### src/logic/mhlf_defines.vh
`ifndef MHLF_DEFINES_VH
`define MHLF_DEFINES_VH
`define MHLF_CH_AT 8'h40
`define MHLF_CH_STAR 8'h2a
`define MHLF_CH_CR 8'h0d
`define MHLF_CH_ZERO 8'h30
`define MHLF_CH_LETTER_A 8'h41
`define MHLF_CH_LOW_A 8'h61
`define MHLF_CH_UPPER_F 8'h46
`define MHLF_CH_LOW_F 8'h66
`define MHLF_CH_NINE 8'h39
`define MHLF_CH_ERR0 8'h45
`define MHLF_CH_ERR1 8'h52
`define MHLF_PROTO_NATIVE 3'h5
`define MHLF_ID_RESET 8'h00
`define MHLF_FIFO_DEPTH 4
`define MHLF_FIFO_AW 2
`define MHLF_MAX_DATA 64
`endif

### src/logic/mhlf_fifo.v
`timescale 1ns/1ps
`default_nettype none
module mhlf_fifo #(
    parameter WIDTH = 8,
    parameter DEPTH = 4,
    parameter AW = 2
) (
    input wire clk,
    input wire rst,
    input wire [WIDTH-1:0] in_data,
    input wire in_valid,
    output wire in_ready,
    output wire [WIDTH-1:0] out_data,
    output wire out_valid,
    input wire out_ready
);
    reg [WIDTH-1:0] mem_r [0:DEPTH-1];
    reg [AW-1:0] wr_r;
    reg [AW-1:0] rd_r;
    reg [AW:0] cnt_r;
    wire push;
    wire pop;
    assign in_ready = (cnt_r != DEPTH[AW:0]);
    assign out_valid = (cnt_r != {(AW+1){1'b0}});
    assign out_data = mem_r[rd_r];
    assign push = in_valid && in_ready;
    assign pop = out_valid && out_ready;
    always @(posedge clk)
    begin
        if (push)
        begin
            mem_r[wr_r] <= in_data;
        end
    end
    always @(posedge clk or posedge rst)
    begin
        if (rst)
        begin
            wr_r <= {AW{1'b0}};
            rd_r <= {AW{1'b0}};
            cnt_r <= {(AW+1){1'b0}};
        end
        else
        begin
            if (push)
            begin
                wr_r <= wr_r + 1'b1;
            end
            if (pop)
            begin
                rd_r <= rd_r + 1'b1;
            end
            if (push && !pop)
            begin
                cnt_r <= cnt_r + 1'b1;
            end
            else if (pop && !push)
            begin
                cnt_r <= cnt_r - 1'b1;
            end
        end
    end
endmodule // mhlf_fifo
`default_nettype wire

### src/logic/mhlf_framer.v
`timescale 1ns/1ps
`default_nettype none
`include "mhlf_defines.vh"
module mhlf_framer (
    input wire clk,
    input wire rst,
    input wire [7:0] own_id,
    input wire [2:0] protocol_select,
    input wire [7:0] rx_char,
    input wire rx_char_valid,
    output reg [7:0] cmd_char_r,
    output reg cmd_char_valid_r,
    output reg cmd_start_r,
    output reg cmd_end_r,
    input wire [7:0] resp_char,
    input wire resp_valid,
    output wire resp_ready,
    input wire resp_last,
    output reg [7:0] tx_char_r,
    output reg tx_char_valid_r,
    input wire tx_ready,
    input wire tx_busy,
    output reg line_drive_n_r,
    output reg frame_error_r
);
    localparam S_IDLE = 3'd0;
    localparam S_ID = 3'd1;
    localparam S_BODY = 3'd2;
    localparam S_CR = 3'd3;
    localparam S_EVAL = 3'd4;
    localparam S_REPLY = 3'd5;
    localparam S_FERR = 3'd6;
    localparam S_DRAIN = 3'd7;

    function [3:0] hex_val;
        input [7:0] c;
        begin
            if (c >= `MHLF_CH_ZERO && c <= `MHLF_CH_NINE)
                hex_val = c[3:0];
            else if ((c >= `MHLF_CH_LETTER_A && c <= `MHLF_CH_UPPER_F) ||
                     (c >= `MHLF_CH_LOW_A && c <= `MHLF_CH_LOW_F))
                hex_val = c[3:0] + 4'h9;
            else
                hex_val = 4'h0;
        end
    endfunction

    function [7:0] hex_char;
        input [3:0] n;
        begin
            if (n < 4'ha)
                hex_char = `MHLF_CH_ZERO + {4'h0, n};
            else
                hex_char = `MHLF_CH_LETTER_A + {4'h0, n - 4'ha};
        end
    endfunction

    reg [2:0] st_r;
    reg [1:0] idx_r;
    reg [7:0] tgt_r;
    reg [7:0] fcs_r;
    reg [7:0] prev1_r;
    reg [7:0] prev2_r;
    reg [7:0] fcs_prev2_r;
    reg [7:0] tx_fcs_r;
    reg [2:0] rsq_r;
    reg [7:0] rx_s1_r;
    reg [7:0] rx_s2_r;
    reg rxv_s1_r;
    reg rxv_s2_r;
    reg rxv_d_r;
    reg [7:0] buf_data_w;
    reg buf_valid_w;
    wire buf_ready;
    wire [7:0] q_data;
    wire q_valid;
    reg q_ready;
    wire rx_evt;
    wire [7:0] rx_c;

    assign rx_evt = rxv_s2_r && !rxv_d_r;
    assign rx_c = rx_s2_r;

    mhlf_fifo #(
        .WIDTH(8),
        .DEPTH(`MHLF_FIFO_DEPTH),
        .AW(`MHLF_FIFO_AW)
    ) u_fifo (
        .clk(clk),
        .rst(rst),
        .in_data(resp_char),
        .in_valid(resp_valid && st_r == S_REPLY),
        .in_ready(buf_ready),
        .out_data(q_data),
        .out_valid(q_valid),
        .out_ready(q_ready)
    );
    assign resp_ready = buf_ready && st_r == S_REPLY;

    always @(posedge clk or posedge rst)
    begin
        if (rst)
        begin
            rx_s1_r <= 8'h00;
            rx_s2_r <= 8'h00;
            rxv_s1_r <= 1'b0;
            rxv_s2_r <= 1'b0;
            rxv_d_r <= 1'b0;
        end
        else
        begin
            rx_s1_r <= rx_char;
            rx_s2_r <= rx_s1_r;
            rxv_s1_r <= rx_char_valid;
            rxv_s2_r <= rxv_s1_r;
            rxv_d_r <= rxv_s2_r;
        end
    end

    always @*
    begin
        q_ready = 1'b0;
        buf_data_w = 8'h00;
        buf_valid_w = 1'b0;
        if (st_r == S_REPLY || st_r == S_DRAIN)
        begin
            q_ready = tx_ready && !tx_char_valid_r && rsq_r == 3'd0;
        end
    end

    always @(posedge clk or posedge rst)
    begin
        if (rst)
        begin
            st_r <= S_IDLE;
            idx_r <= 2'd0;
            tgt_r <= 8'h00;
            fcs_r <= 8'h00;
            prev1_r <= 8'h00;
            prev2_r <= 8'h00;
            fcs_prev2_r <= 8'h00;
            tx_fcs_r <= 8'h00;
            rsq_r <= 3'd0;
            cmd_char_r <= 8'h00;
            cmd_char_valid_r <= 1'b0;
            cmd_start_r <= 1'b0;
            cmd_end_r <= 1'b0;
            tx_char_r <= 8'h00;
            tx_char_valid_r <= 1'b0;
            line_drive_n_r <= 1'b1;
            frame_error_r <= 1'b0;
        end
        else
        begin
            cmd_char_valid_r <= 1'b0;
            cmd_start_r <= 1'b0;
            cmd_end_r <= 1'b0;
            frame_error_r <= 1'b0;
            if (tx_char_valid_r && tx_ready)
            begin
                tx_char_valid_r <= 1'b0;
            end
            // Keep driving until the last reply character has left the transmitter.
            if (st_r != S_REPLY && st_r != S_FERR && st_r != S_DRAIN)
            begin
                line_drive_n_r <= !((tx_char_valid_r && !tx_ready) || tx_busy);
            end
            case (st_r)
            S_IDLE:
            begin
                if (rx_evt && rx_c == `MHLF_CH_AT)
                begin
                    fcs_r <= rx_c;
                    idx_r <= 2'd0;
                    st_r <= S_ID;
                end
            end
            S_ID:
            begin
                if (rx_evt)
                begin
                    fcs_r <= fcs_r ^ rx_c;
                    tgt_r <= {tgt_r[3:0], hex_val(rx_c)};
                    idx_r <= idx_r + 2'd1;
                    if (idx_r == 2'd1)
                    begin
                        st_r <= S_BODY;
                        prev1_r <= 8'h00;
                        prev2_r <= 8'h00;
                        idx_r <= 2'd0;
                    end
                end
            end
            S_BODY:
            begin
                if (rx_evt)
                begin
                    if (rx_c == `MHLF_CH_AT)
                    begin
                        fcs_r <= rx_c;
                        idx_r <= 2'd0;
                        st_r <= S_ID;
                    end
                    else if (rx_c == `MHLF_CH_STAR && idx_r == 2'd2)
                    begin
                        st_r <= S_CR;
                    end
                    else
                    begin
                        // The last two characters before the asterisk are the check field.
                        fcs_prev2_r <= fcs_r;
                        fcs_r <= fcs_r ^ rx_c;
                        prev2_r <= prev1_r;
                        prev1_r <= rx_c;
                        if (idx_r != 2'd2)
                        begin
                            idx_r <= idx_r + 2'd1;
                        end
                    end
                end
            end
            S_CR:
            begin
                if (rx_evt)
                begin
                    st_r <= (rx_c == `MHLF_CH_CR) ? S_EVAL : S_IDLE;
                end
            end
            S_EVAL:
            begin
                // Header and data end before the check field, so undo its two characters.
                st_r <= S_IDLE;
                if (tgt_r == own_id)
                begin
                    if ((prev2_r == `MHLF_CH_ZERO && prev1_r == `MHLF_CH_ZERO &&
                         protocol_select != `MHLF_PROTO_NATIVE) ||
                        ({hex_val(prev2_r), hex_val(prev1_r)} ==
                         (fcs_prev2_r ^ prev2_r)))
                    begin
                        cmd_end_r <= 1'b1;
                        tx_fcs_r <= `MHLF_CH_AT;
                        rsq_r <= 3'd1;
                        line_drive_n_r <= 1'b0;
                        st_r <= S_REPLY;
                    end
                    else
                    begin
                        frame_error_r <= 1'b1;
                        tx_fcs_r <= `MHLF_CH_AT;
                        rsq_r <= 3'd1;
                        line_drive_n_r <= 1'b0;
                        st_r <= S_FERR;
                    end
                end
            end
            S_REPLY, S_FERR, S_DRAIN:
            begin
                // Prefix: at sign then own ID; suffix: the two check characters only, with no asterisk or CR.
                if (tx_ready && !tx_char_valid_r)
                begin
                    if (rsq_r != 3'd0)
                    begin
                        tx_char_valid_r <= 1'b1;
                        rsq_r <= rsq_r + 3'd1;
                        case (rsq_r)
                        3'd1: tx_char_r <= `MHLF_CH_AT;
                        3'd2:
                        begin
                            tx_char_r <= hex_char(own_id[7:4]);
                            tx_fcs_r <= tx_fcs_r ^ hex_char(own_id[7:4]);
                        end
                        3'd3:
                        begin
                            tx_char_r <= hex_char(own_id[3:0]);
                            tx_fcs_r <= tx_fcs_r ^ hex_char(own_id[3:0]);
                            if (st_r == S_FERR)
                                rsq_r <= 3'd6;
                            else
                                rsq_r <= 3'd0;
                        end
                        3'd4: tx_char_r <= hex_char(tx_fcs_r[7:4]);
                        3'd5: tx_char_r <= hex_char(tx_fcs_r[3:0]);
                        3'd6:
                        begin
                            tx_char_r <= `MHLF_CH_ERR0;
                            tx_fcs_r <= tx_fcs_r ^ `MHLF_CH_ERR0;
                        end
                        3'd7:
                        begin
                            tx_char_r <= `MHLF_CH_ERR1;
                            tx_fcs_r <= tx_fcs_r ^ `MHLF_CH_ERR1;
                            rsq_r <= 3'd4;
                            st_r <= S_DRAIN;
                        end
                        default: tx_char_r <= 8'h00;
                        endcase
                        if (rsq_r == 3'd5)
                        begin
                            rsq_r <= 3'd0;
                            st_r <= S_IDLE;
                        end
                    end
                    else if (q_valid)
                    begin
                        tx_char_r <= q_data;
                        tx_char_valid_r <= 1'b1;
                        tx_fcs_r <= tx_fcs_r ^ q_data;
                    end
                    else if (st_r == S_DRAIN)
                    begin
                        rsq_r <= 3'd4;
                    end
                end
                if (st_r == S_REPLY && resp_valid && resp_ready && resp_last)
                begin
                    st_r <= S_DRAIN;
                end
            end
            default: st_r <= S_IDLE;
            endcase
            if (st_r == S_IDLE && rx_evt && rx_c != `MHLF_CH_AT)
            begin
                cmd_char_valid_r <= 1'b0;
            end
            if ((st_r == S_BODY) && rx_evt)
            begin
                cmd_char_r <= rx_c;
                cmd_start_r <= (idx_r == 2'd0) && (prev1_r == 8'h00);
            end
        end
    end
endmodule // mhlf_framer
`default_nettype wire

### config.mk
export PLATFORM = sky130hd
export DESIGN_NAME = mhlf_framer
export DESIGN_NICKNAME = d
export VERILOG_FILES = /design/src/logic/mhlf_fifo.v /design/src/logic/mhlf_framer.v
export VERILOG_INCLUDE_DIRS = /design/src /design/src/logic
export SDC_FILE = /design/constraint.sdc
export NUM_CORES = 1
export LEC_CHECK = 0
export CAP_MARGIN = 20
export CORE_MARGIN = 1
export CORE_UTILIZATION = 60
export CTS_BUF_LIST = sky130_fd_sc_hd__clkbuf_8
export CTS_CLUSTER_SIZE = 8
export DETAILED_ROUTE_END_ITERATION = 12
export DONT_BUFFER_PORTS = 1
export PLACE_DENSITY = 0.87
export SYNTH_ARGS = -nofsm -noshare
export SYNTH_HDL_FRONTEND = slang
export SYNTH_SLANG_ARGS = --single-unit
### constraint.sdc
create_clock -name clk -period 2.7 [get_ports clk]
set_input_delay 0.27 -clock clk [delete_from_list [all_inputs] [get_ports clk]]
set_output_delay 0.27 -clock clk [all_outputs]
set_load 0.005 [all_outputs]
==> impl_metrics.json <==
{
  "filler_cell_count": 880,
  "p_sw_frac": 0.421,
  "peakVddDrop_mv": 0.646,
  "power.switching_mw": 3.73,
  "critPathArrivalTime_ps": 2890,
  "rsz0062_at_grt": "no",
  "worst_pin_slew_ps": 662,
  "slew_viol_final": 0,
  "status": "completed",
  "postCtsSetupRepairBufs": 0,
  "layout_min_cycle_time_ps": 2570,
  "synth_top_area_share": 0.340,
  "grt_pass1_wl_mm": 31.7,
  "vias": 6101,
  "maxCapViolCount": 0,
  "first_pass_iters": 5,
  "crit_required_ps": 3020,
  "h-tree-depth": 4,
  "final_util": 0.699,
  "nets": 834,
  "pwr-share-seq": 0.375,
  "drt_iter0_drc": 670,
  "syn_avg_cell_area_um2": 10.4,
  "clkPwrFrac": 0.195,
  "routedWlPerCell_um": 20.7,
  "cp_cell_sequence": "or4b_4 > or3_4 > a21o_1 > a211o_1 > nor4b_2 > a221oi_1",
  "syn_nets": 793,
  "synth_edf_count": 32,
  "combPwrFrac": 0.430,
  "ys_types": 74,
  "p_per_area_nw_per_um2": 1050,
  "crit_buf_inv": 0,
  "path_clk_slew_ps": 90,
  "yosysTopAreaCell": "dfrtp_1",
  "root_buffer": "clkbuf_8",
  "yosysMostFrequentCell": "dfrtp_1",
  "fp.dieH_um": 114,
  "layout-drive-gt1-share": 0.142,
  "synthFlopType": "dfrtp_1",
  "hold_viol_final": 0,
  "skew_ps": 12.3,
  "grt_overflow": 0,
  "gp_congestion": 0.945,
  "max_stage_delay_ps": 580,
  "rows": 40,
  "fin_crit_sh": 0.951,
  "core_area_um2": 12100,
  "die_width_um": 114,
  "antenna_found_initial": 0,
  "synthCells": 722,
  "min_path_type": "in2reg",
  "crit_family": "simple AND/OR/NAND/NOR gates",
  "cts.sinks": 135,
  "start_kind": "register",
  "slowest_stage": "or4b_4",
  "synthArstFlopShare": 0.763,
  "tns_ps": 0,
  "slew_headroom": 0.554,
  "syn_area_um2": 7500,
  "cts_made_buffers": 17,
  "finalSetupViolCount": 0,
  "ys_ff_latch": 135,
  "clock_latency_ps": 460,
  "design.die.area_um2": 13000,
  "leakagePower_nw": 3.53,
  "wl_mm": 19.6,
  "end_kind": "register",
  "first_global_vias": 5997,
  "synth_common_cells": "dfrtp_1, nor2_1, o21ai_0",
  "ant_nets": 0,
  "initial_core_util": 0.619,
  "place.detailed.hpwl_mm": 13.4,
  "ios": 57,
  "worstPathMaxFanout": 7,
  "drc_errors": 0,
  "clk_path_buf_depth": 2,
  "grtUsageTotal": 0.323,
  "antenna_cells": 0,
  "yosysWarnings": 0,
  "ys_seq_area_frac": 0.472,
  "critPathKind": "reg2reg",
  "p_int_mw": 5.12,
  "yosys-top-cells-area": "dfrtp_1, edfxtp_1, ha_1, nor2_1, o21ai_0",
  "portBuffers": 0,
  "cts_tree": "yes",
  "max_freq_mhz": 390,
  "grt_max_degree": 53,
  "syn_to_final_growth_pct": 12.8,
  "vias_per_cell": 6.46
}
==> stage by stage <==
| step | cells | power (mW) | hold slack (ps) | setup WS (ps) | instance area [µm²] |
|---|---|---|---|---|---|
| 2_1_floorplan | 722 | 5.88 | 301 | 7.89 | 7510 |
| 3_3_place_gp | 894 | 6.76 | 301 | 214 | 7850 |
| 3_5_place_dp | 894 | 6.95 | 301 | 55.5 | 7850 |
| 4_1_cts | 944 | 8.70 | 6.65 | 57.5 | 8430 |
| 5_1_grt | 944 | 9.41 | 45.2 | 0.899 | 8460 |
| 6_report | 944 | 8.85 | 64.3 | 133 | 8460 |
==> final timing paths <==
| check | start | end | slack [ps] | cells past startpoint |
|---|---|---|---|---|
| max in group asynchronous | rst | prev1_r[0]$_DFFE_PP0P_ | 1680 | 3 |
| max reg2reg | rx_c[4]$_DFF_PP0_ | st_r[0]$_DFFE_PP0P_ | 130 | 6 |
| min in group asynchronous | rst | u_fifo.wr_r[0]$_DFFE_PP0P_ | 520 | 3 |
| min reg2reg | rx_s1_r[3]$_DFF_PP0_ | rx_c[3]$_DFF_PP0_ | 350 | 0 |
| max | rx_c[4]$_DFF_PP0_ | st_r[0]$_DFFE_PP0P_ | 130 | 6 |
| min | tx_ready | tx_char_valid_r$_DFF_PP0_ | 60 | 2 |
==> cell usage in the layout (no fill, tap or decap), types with 5 or more instances in the layout <==
| master | Yosys | final |
|---|---|---|
| nand4_1 | 5 | 5 |
| mux2_1 | 5 | 5 |
| nor3_1 | 14 | 13 |
| buf_4 | 1 | 33 |
| nand3_1 | 8 | 8 |
| ha_1 | 36 | 36 |
| edfxtp_1 | 32 | 32 |
| a21oi_1 | 31 | 30 |
| and2_1 | 7 | 7 |
| nand2b_1 | 9 | 9 |
| nor2_1 | 76 | 76 |
| nor2b_1 | 8 | 8 |
| mux2_2 | 16 | 16 |
| nand2_1 | 40 | 40 |
| o21a_1 | 5 | 5 |
| a22oi_1 | 6 | 6 |
| inv_1 | 38 | 37 |
| o211ai_1 | 5 | 5 |
| clkbuf_8 | 0 | 17 |
| mux4_2 | 8 | 8 |
| a221o_1 | 6 | 6 |
| o21ai_0 | 49 | 48 |
| o22ai_1 | 6 | 6 |
| mux2i_1 | 7 | 7 |
| dlygate4sd3_1 | 0 | 18 |
| nor4_1 | 5 | 5 |
| o21ai_1 | 14 | 15 |
| a22o_1 | 20 | 20 |
| xnor2_1 | 18 | 18 |
| o31ai_1 | 6 | 6 |
| a31oi_1 | 8 | 8 |
| xor2_1 | 23 | 23 |
| dfrtp_1 | 102 | 100 |
| a211oi_1 | 6 | 5 |
==> repair_timing <==
action	in CTS	in global routing
endpoints found under the hold margin	143	0
hold buffers	18	0
setup endpoints to repair	0	6
resized for setup	0	8
==> kinds of logic after synthesis <==
group           count (synthesis)  synth area share
mux                            36            0.0649
compound gates                205             0.185
other cells                     1          0.000500
fa+ha+maj                      37            0.0627
flops                         135             0.472
buf+inv                        69            0.0355
simple gates                  198             0.132
xor+xnor                       41            0.0479
==> flip-flops by register name, indices dropped and copies added, names as in the netlist, 2 cells and up <==
register,cells
u_fifo.mem_r,32
cmd_char_r,8
fcs_prev2_r,8
fcs_r,8
prev1_r,8
prev2_r,8
rx_c,8
rx_s1_r,8
tgt_r,8
tx_char_r,8
tx_fcs_r,8
rsq_r,3
st_r,3
u_fifo.cnt_r,3
idx_r,2
u_fifo.rd_r,2
u_fifo.wr_r,2
==> worst reg2reg max path, delay by kind of cell, from the launching register on <==
kind               cells  cell delay [ps]
DFF                    1              460
and+or+nand+nor        3             1310
AOI/OAI and AO/OA      3              670
==> per-layer routing <==
layer	up-vias	track usage	routed length (µm)
met5	-	0	0
li1	2734	-	-
met3	58	0.0845	1700
met1	2975	0.442	8190
met2	334	0.502	9090
met4	0	0.112	571
==> cell type report <==
cell class                      instances  area [µm²]  area share
Sequential cell                       135        3540       0.419
Clock buffer                           17         234      0.0277
Clock inverter                         15         168      0.0198
Tap cell                              168         210      0.0248
Inverter                               40         154      0.0182
Timing Repair Buffer                   51         428      0.0506
Multi-Input combinational cell        518        3730       0.440
==> power groups by stage <==
stage                     combinational (mW)  clock [mW]  sequential [mW]
after CTS                               3.69        1.73             3.28
after global placement                  3.48           0             3.28
after detailed placement                3.63           0             3.32
final                                   3.81        1.72             3.32
after floorplan                         2.81           0             3.07
after global routing                    4.20        1.82             3.39
Power figures use the tool's default switching activity.
